===== config.mk =====
export PLATFORM = sky130hd
export DESIGN_NAME = sse_exec
export DESIGN_NICKNAME = d
export VERILOG_FILES = /design/src/hw/sse_pkg.sv /design/src/hw/sse_sub_alu.sv /design/src/hw/sse_data_mem.sv /design/src/hw/sse_exec.sv
export SDC_FILE = /design/constraint.sdc
export NUM_CORES = 1
export LEC_CHECK = 0
export ABC_AREA = 1
export BUFFER_PORTS_ARGS = -buffer_cell sky130_fd_sc_hd__buf_4
export CAP_MARGIN = 0
export CELL_PAD_IN_SITES_DETAIL_PLACEMENT = 1
export CELL_PAD_IN_SITES_GLOBAL_PLACEMENT = 1
export CORE_AREA = 3 3 181 183
export DETAILED_ROUTE_END_ITERATION = 6
export DIE_AREA = 0 0 184 186
export PLACE_DENSITY = 0.86
export RECOVER_POWER = 25
export REMOVE_ABC_BUFFERS = 1
export SLEW_MARGIN = 30
export SYNTH_ARGS = -nofsm -noshare
export SYNTH_HDL_FRONTEND = slang
export SYNTH_HIERARCHICAL = 1
export SYNTH_SLANG_ARGS = --single-unit

===== constraint.sdc =====
create_clock -name mclk -period 11.35 [get_ports mclk]
set_clock_uncertainty 0.15 [all_clocks]
set_input_delay 1.7025 -clock mclk [delete_from_list [all_inputs] [get_ports mclk]]
set_output_delay 1.7025 -clock mclk [all_outputs]
set_load 0.02 [all_outputs]

===== src/hw/sse_pkg.sv =====
// Shared constants and types for the skip and subtract execution block.
package sse_pkg;

  // Register byte offsets on the APB bus.
  localparam logic [7:0] REG_CMD    = 8'h00;
  localparam logic [7:0] REG_WORK   = 8'h04;
  localparam logic [7:0] REG_FLAGS  = 8'h08;
  localparam logic [7:0] REG_STATUS = 8'h0c;
  localparam logic [7:0] REG_MADDR  = 8'h10;
  localparam logic [7:0] REG_MDATA  = 8'h14;

  // Field positions inside the command and status registers.
  localparam int CMD_OP_LSB    = 0;
  localparam int CMD_ADDR_LSB  = 8;
  localparam int STAT_BUSY     = 0;
  localparam int STAT_SKIP     = 1;
  localparam int STAT_CYC_LSB  = 2;

  // Reset values.
  localparam logic [7:0] WORK_RESET = 8'h00;
  localparam logic [5:0] FLAG_RESET = 6'h00;

  // Instruction cycle counts.
  localparam logic [1:0] CYC_SINGLE = 2'h1;
  localparam logic [1:0] CYC_SKIP   = 2'h2;

  // Operations selected by a write to the command register; SSE_OP_NONE starts nothing.
  typedef enum logic [1:0] {
    SSE_OP_NONE,
    SSE_OP_SKIP,
    SSE_OP_SUBW,
    SSE_OP_MINUS_TO_MEMORY
  } sse_op_t;

  // Arithmetic status flags; bit 0 is the borrow-not flag.
  typedef struct packed {
    logic multiByteNil;
    logic signedBorrow;
    logic signedWrap;
    logic resultNil;
    logic halfBorrow;
    logic borrowNot;
  } sse_flags_t;

  // APB request and answer carriers.
  typedef struct packed {
    logic        psel;
    logic        penable;
    logic        pwrite;
    logic [7:0]  paddr;
    logic [31:0] pwdata;
  } sse_apb_req_t;

  typedef struct packed {
    logic [31:0] prdata;
    logic        pready;
    logic        pslverr;
  } sse_apb_rsp_t;

endpackage : sse_pkg


===== src/hw/sse_sub_alu.sv =====
// Eight-bit subtractor producing the difference and all status flags.
`timescale 1ns/1ps
module sse_sub_alu (
  input  wire logic [7:0]          minuend,
  input  wire logic [7:0]          subtrahend,
  output logic [7:0]               diff,
  output sse_pkg::sse_flags_t      flags
);

  logic [8:0] wide;

  // Subtraction with borrow-not semantics: a set carry means no borrow.
  always_comb begin
    wide                = {1'b0, minuend} - {1'b0, subtrahend};
    diff                = wide[7:0];
    flags.borrowNot     = ~wide[8];
    flags.halfBorrow    = (minuend[3:0] >= subtrahend[3:0]);
    flags.resultNil     = (wide[7:0] == 8'h00);
    flags.signedWrap    = (minuend[7] ^ subtrahend[7]) & (minuend[7] ^ wide[7]);
    flags.signedBorrow  = flags.signedWrap ^ wide[7];
    flags.multiByteNil  = flags.resultNil;
  end

endmodule : sse_sub_alu


===== src/hw/sse_data_mem.sv =====
// Small byte-wide data memory with asynchronous read and one write port.
`timescale 1ns/1ps
module sse_data_mem #(
  parameter int DEPTH  = 32,
  parameter int ADDR_W = 5
) (
  input  wire logic              mclk,
  input  wire logic              rst_n,
  input  wire logic              we,
  input  wire logic [ADDR_W-1:0] waddr,
  input  wire logic [7:0]        wdata,
  input  wire logic [ADDR_W-1:0] raddr,
  output logic [7:0]             rdata
);

  typedef struct packed {
    logic [DEPTH-1:0][7:0] bytes;
  } sse_mem_t;

  sse_mem_t s_r;
  sse_mem_t s_nxt;

  // Refuse a depth that the address cannot reach.
  if (DEPTH < 2 || DEPTH > (1 << ADDR_W)) begin : g_bad_depth
    $error("sse_data_mem: DEPTH does not fit ADDR_W");
  end

  // Read is combinational; an address past the end reads as zero.
  assign rdata = (int'(raddr) < DEPTH) ? s_r.bytes[raddr] : 8'h00;

  // One write per cycle.
  always_comb begin
    s_nxt = s_r;
    if (we && int'(waddr) < DEPTH) begin
      s_nxt.bytes[waddr] = wdata;
    end
  end

  // Memory contents clear at reset.
  always_ff @(posedge mclk or negedge rst_n) begin
    if (!rst_n) begin
      s_r <= '0;
    end else begin
      s_r <= s_nxt;
    end
  end

endmodule : sse_data_mem


===== src/hw/sse_exec.sv =====
// Execution core for skip-if-nonzero and the two subtract forms, with APB registers.
//
// Added by the designer: the placing of the registers and the APB register port.
`timescale 1ns/1ps

module sse_exec #(
  parameter int MEM_DEPTH = 32,
  parameter int ADDR_W    = 5
) (
  input  wire logic                  mclk,
  input  wire logic                  rst_n,
  input  wire sse_pkg::sse_apb_req_t apbReq,
  output sse_pkg::sse_apb_rsp_t      apbRsp,
  output logic                       busy,
  output logic                       skipNext
);

  typedef enum logic [1:0] {
    ST_IDLE,
    ST_EXEC,
    ST_DUMMY
  } sse_state_t;

  typedef struct packed {
    sse_state_t          fsm;
    sse_pkg::sse_op_t    cmdOp;
    logic [ADDR_W-1:0]   cmdAddr;
    logic [ADDR_W-1:0]   mAddr;
    logic [7:0]          work;
    sse_pkg::sse_flags_t flags;
    logic [1:0]          cycles;
    logic                skipNext;
    logic                busy;
    logic [31:0]         prdata;
    logic                pready;
    logic                pslverr;
  } sse_core_t;

  sse_core_t           s_r;
  sse_core_t           s_nxt;
  logic                memWe;
  logic [ADDR_W-1:0]   memWaddr;
  logic [7:0]          memWdata;
  logic [ADDR_W-1:0]   memRaddr;
  logic [7:0]          memRdata;
  logic [7:0]          aluDiff;
  sse_pkg::sse_flags_t aluFlags;
  logic                access;
  logic                done;
  logic                hit;
  logic [31:0]         readMux;

  // Refuse address widths that do not fit the command field.
  if (ADDR_W < 1 || ADDR_W > 8) begin : g_bad_addr
    $error("sse_exec: ADDR_W must be 1 to 8");
  end

  sse_data_mem #(
    .DEPTH  (MEM_DEPTH),
    .ADDR_W (ADDR_W)
  ) u_mem (
    .mclk  (mclk),
    .rst_n (rst_n),
    .we    (memWe),
    .waddr (memWaddr),
    .wdata (memWdata),
    .raddr (memRaddr),
    .rdata (memRdata)
  );

  sse_sub_alu u_alu (
    .minuend    (s_r.work),
    .subtrahend (memRdata),
    .diff       (aluDiff),
    .flags      (aluFlags)
  );

  // Bus phase decode and register read mux.
  always_comb begin
    access  = apbReq.psel & apbReq.penable;
    done    = access & s_r.pready;
    hit     = 1'b1;
    readMux = 32'h0000_0000;
    unique case (apbReq.paddr)
      sse_pkg::REG_CMD:    readMux = {16'h0000, 8'(s_r.cmdAddr), 6'h00, s_r.cmdOp};
      sse_pkg::REG_WORK:   readMux = {24'h000000, s_r.work};
      sse_pkg::REG_FLAGS:  readMux = {26'h0000000, s_r.flags};
      sse_pkg::REG_STATUS: begin
        readMux[sse_pkg::STAT_BUSY] = s_r.busy;
        readMux[sse_pkg::STAT_SKIP] = s_r.skipNext;
        readMux[sse_pkg::STAT_CYC_LSB +: 2] = s_r.cycles;
      end
      sse_pkg::REG_MADDR:  readMux = {24'h000000, 8'(s_r.mAddr)};
      sse_pkg::REG_MDATA:  readMux = {24'h000000, memRdata};
      default:             hit = 1'b0;
    endcase
  end

  // Next state: bus writes, then instruction execution.
  always_comb begin
    s_nxt    = s_r;
    memWe    = 1'b0;
    memWaddr = s_r.cmdAddr;
    memWdata = 8'h00;
    memRaddr = (s_r.fsm == ST_IDLE) ? s_r.mAddr : s_r.cmdAddr;

    // One wait state: answer is prepared in the first access cycle.
    s_nxt.pready = access & ~s_r.pready;
    if (access && !s_r.pready) begin
      s_nxt.prdata  = hit ? readMux : 32'h0000_0000;
      s_nxt.pslverr = ~hit;
    end else if (done) begin
      s_nxt.pslverr = 1'b0;
    end

    // Writes take effect only at the completing edge; core state other than the memory address only while idle.
    if (done && apbReq.pwrite && hit) begin
      unique case (apbReq.paddr)
        sse_pkg::REG_CMD: begin
          if (s_r.fsm == ST_IDLE &&
              apbReq.pwdata[sse_pkg::CMD_OP_LSB +: 2] != 2'h0) begin
            s_nxt.cmdOp    = sse_pkg::sse_op_t'(apbReq.pwdata[sse_pkg::CMD_OP_LSB +: 2]);
            s_nxt.cmdAddr  = apbReq.pwdata[sse_pkg::CMD_ADDR_LSB +: ADDR_W];
            s_nxt.fsm      = ST_EXEC;
            s_nxt.skipNext = 1'b0;
          end
        end
        sse_pkg::REG_WORK: begin
          if (s_r.fsm == ST_IDLE) begin
            s_nxt.work = apbReq.pwdata[7:0];
          end
        end
        sse_pkg::REG_FLAGS: begin
          if (s_r.fsm == ST_IDLE) begin
            s_nxt.flags = apbReq.pwdata[5:0];
          end
        end
        sse_pkg::REG_MADDR: s_nxt.mAddr = apbReq.pwdata[ADDR_W-1:0];
        sse_pkg::REG_MDATA: begin
          if (s_r.fsm == ST_IDLE) begin
            memWe    = 1'b1;
            memWaddr = s_r.mAddr;
            memWdata = apbReq.pwdata[7:0];
          end
        end
        default: ;
      endcase
    end

    // Instruction sequencer.
    unique case (s_r.fsm)
      ST_IDLE: ;
      ST_EXEC: begin
        unique case (s_r.cmdOp)
          sse_pkg::SSE_OP_SKIP: begin
            memWe    = 1'b1;
            memWdata = memRdata;
            if (memRdata != 8'h00) begin
              s_nxt.fsm      = ST_DUMMY;
              s_nxt.skipNext = 1'b1;
              s_nxt.cycles   = sse_pkg::CYC_SKIP;
            end else begin
              s_nxt.fsm    = ST_IDLE;
              s_nxt.cycles = sse_pkg::CYC_SINGLE;
            end
          end
          sse_pkg::SSE_OP_SUBW: begin
            s_nxt.work   = aluDiff;
            s_nxt.flags  = aluFlags;
            s_nxt.fsm    = ST_IDLE;
            s_nxt.cycles = sse_pkg::CYC_SINGLE;
          end
          sse_pkg::SSE_OP_MINUS_TO_MEMORY: begin
            memWe        = 1'b1;
            memWdata     = aluDiff;
            s_nxt.flags  = aluFlags;
            s_nxt.fsm    = ST_IDLE;
            s_nxt.cycles = sse_pkg::CYC_SINGLE;
          end
          default: s_nxt.fsm = ST_IDLE;
        endcase
      end
      ST_DUMMY: s_nxt.fsm = ST_IDLE;
      default:  s_nxt.fsm = ST_IDLE;
    endcase

    s_nxt.busy = (s_nxt.fsm != ST_IDLE);
  end

  // State register.
  always_ff @(posedge mclk or negedge rst_n) begin
    if (!rst_n) begin
      s_r        <= '0;
      s_r.fsm    <= ST_IDLE;
      s_r.work   <= sse_pkg::WORK_RESET;
      s_r.flags  <= sse_pkg::FLAG_RESET;
    end else begin
      s_r <= s_nxt;
    end
  end

  // Outputs come straight from the state register.
  assign apbRsp.prdata  = s_r.prdata;
  assign apbRsp.pready  = s_r.pready;
  assign apbRsp.pslverr = s_r.pslverr;
  assign busy           = s_r.busy;
  assign skipNext       = s_r.skipNext;

  logic execSkip;
  logic execSubw;
  logic execSubm;
  assign execSkip = (s_r.fsm == ST_EXEC) && (s_r.cmdOp == sse_pkg::SSE_OP_SKIP);
  assign execSubw = (s_r.fsm == ST_EXEC) && (s_r.cmdOp == sse_pkg::SSE_OP_SUBW);
  assign execSubm = (s_r.fsm == ST_EXEC) && (s_r.cmdOp == sse_pkg::SSE_OP_MINUS_TO_MEMORY);
endmodule : sse_exec


==> results.cfg <==
[status]
status = finished, violations left
violations = max-capacitance violations, max-slew violations

[yosys]
synth-seq-cells = 303
ys_async_sr_fraction_pct = 100
synth_cells = 2027
synth_warnings = 6
synth_compound_area_share_pct = 11.4
synth-xor-area-share_pct = 0.0572
synth_edf_count = 0
synthAdderAreaFrac_pct = 0.915
synth_seq_area_share_pct = 49.5
synth_ff_type = dfrtp_1
syn_area_per_cell_sq_um = 7.55
synth.area.mux_share_pct = 0
netlist_area_sq_mm = 0.0153
synth-simple-area-share_pct = 30.5
synth_cell_types = 38
synth_top_family_by_area = simple AND/OR/NAND/NOR gates

[global_routing]
met1_usage_pct = 37.2
grt_use_total_pct = 28.1
grt_max_degree = 102
grt-busiest-layer = met2
use_met2_pct = 47.2
grt_overflow = 0
met3_usage_pct = 4.32
first_global_vias = 14200
antenna_found_initial = 0
grt_pass1_wl_microns = 76900

[cts]
htreeDepth = 2
postCtsSetupBuffers = 0
cts_buffers = 35
hold_buffers = 0
clk_path_buf_depth = 3
cts.sinks = 303
cts_tree = yes
worstSkewPairLatency_ns = 0.51
path_clk_slew_ns = 0.06
cts_root_buffer = clkbuf_16
cts_resized = 0

[placement]
hpwl_microns = 29200
io_buffers = 42
place_congestion = 0.904

[run]
drv_cap = 1

[finish]
layout-drive-gt1-share_pct = 7.81
multi_input_area_sq_mm = 0.00665
layout_commonest_cell = nand2_1
area_growth_pct = 8.93
final_nets = 2039
n_fill_cell = 3952
layout_common_cells = nand2_1, dfrtp_1, o21ai_0
seq_area_sq_mm = 0.00758
n_antenna_cell = 0

[worst_setup_path]
max_stage_delay_ns = 0.92
crit_required_ns = 11.55
arrival_ns = 7.81
cp-end-kind = flop
crit_slowest_cell = clkinv_2
crit_type = reg2reg
crit_buf_inv = 7
crit_top_cell = nand2_1
cp_max_fo = 73
cpLargestDelayFamily = buffers and inverters
crit_path_start_kind = flop

[floorplan]
dieArea_sq_mm = 0.0342
num_io_pins = 81
dieWidth_microns = 184
row_count = 65
core_area_sq_mm = 0.0314
die_y_microns = 186
initial_utilization_pct = 48.8

[sta]
layout_min_cycle_time_ns = 7.61
finalMaxSlewViolations = 102
max_freq_mhz = 131
tightestPinTransition_ns = 5.61
hold_viol_final = 0
period_share_pct = 67.0
setup_violations = 0
setup-tns-final_ns = 0
max-slew-margin-rel_pct = -274
rsz0062_at_grt = false

[power_and_ir_drop]
total_power_mw = 2.26
power.density_mw_per_mm2 = 135
power.leakage_nw = 7.73
peakVddDrop_mv = 0.109

[route]
wl_per_cell_microns = 19.6
drt_iter0_drc = 1195
ant_nets = 0
vias_per_cell = 5.73
drt-pass1-iter-count = 5
drc_errors = 0
vias = 13800
drt-total-wl_microns = 47100

[hold_path]
hp-class = reg2reg
## routing by layer
| metal | share of wire (%) | wire length (microns) |
|---|---|---|
| met5 | 0 | 0 |
| met4 | 3.6 | 1700 |
| met3 | 5.0 | 2370 |
| met2 | 48 | 22400 |
| met1 | 44 | 20600 |
## final timing paths
path	endpoint	startpoint	depth (start not counted)	slack (ns)
max	u_mem/s_r[215]	s_r[65]	27	3.74
min	apbRsp[10]	apbRsp[10]	2	0.33
max reg2reg	u_mem/s_r[215]	s_r[65]	27	3.74
min reg2reg	apbRsp[10]	apbRsp[10]	2	0.33
max in group asynchronous	u_mem/s_r[77]	rst_n	3	4.42
min in group asynchronous	u_mem/s_r[38]	rst_n	1	3.10
## worst reg2reg max path: cells and delay by family, from the launching register on
family,cells,cell delay (ns)
adder cells (fa/ha/maj),2,0.75
flip-flops,1,0.40
buffers and inverters,7,3.02
AND/OR/NAND/NOR,13,2.45
AO/OA/AOI/OAI,5,0.68
## through the flow
step / hold WS [ns] / area, sq um / setup WS [ns] / util [%] / instances
4_1_cts: 0.335 / 16700 / 3.91 / 53.2 / 2411
3_3_place_gp: 0.315 / 15500 / 3.73 / 49.5 / 2349
5_1_grt: 0.359 / 16700 / 3.24 / 53.1 / 2411
6_report: 0.330 / 16700 / 3.74 / 53.1 / 2411
2_1_floorplan: 0.300 / 14600 / -4.05 / - / 1890
3_5_place_dp: 0.320 / 15500 / 4.00 / 49.5 / 2349
## sequential cells by signal, summed over array words and instances (netlist names)
| name | cells |
|---|---|
| busy | 1 |
| u_mem/s_r | 256 |
| apbRsp | 15 |
| s_r | 30 |
| skipNext | 1 |
## cells by family after synthesis
kind of cell	Yosys count
and+or+nand+nor	1117
xor gates and xnor gates	1
other	1
adders and majority gates	10
buffers and inverters	254
DFF	303
AOI/OAI and AO/OA	341
## layout make-up
cell class | instances | share of cell area [%]
clock buffer | 52 | 6.36
multi-input combinational | 1488 | 39.9
inverter | 99 | 2.24
tap | 402 | 3.02
sequential | 303 | 45.5
clock inverter | 10 | 0.488
timing repair buffer | 57 | 2.57
## report_power, final
part	internal, mW	switching, mW	total, mW
logic	0.0125	0.0428	0.0552
registers	1.08	0.00150	1.08
clock network	0.668	0.450	1.12
## synth_stat cells, types with 10 or more instances
cell type / n / area, sq um
nand2_1: 751 / 2820
dfrtp_1: 303 / 7580
o21ai_0: 236 / 1180
nand3_1: 225 / 1130
nor2_1: 97 / 364
inv_1: 90 / 338
clkbuf_1: 74 / 278
a21oi_1: 62 / 310
buf_4: 37 / 278
o21ai_1: 30 / 150
buf_2: 21 / 105
buf_1: 16 / 60.1
nor2_2: 10 / 62.6
(Power assumes the default switching activity.)
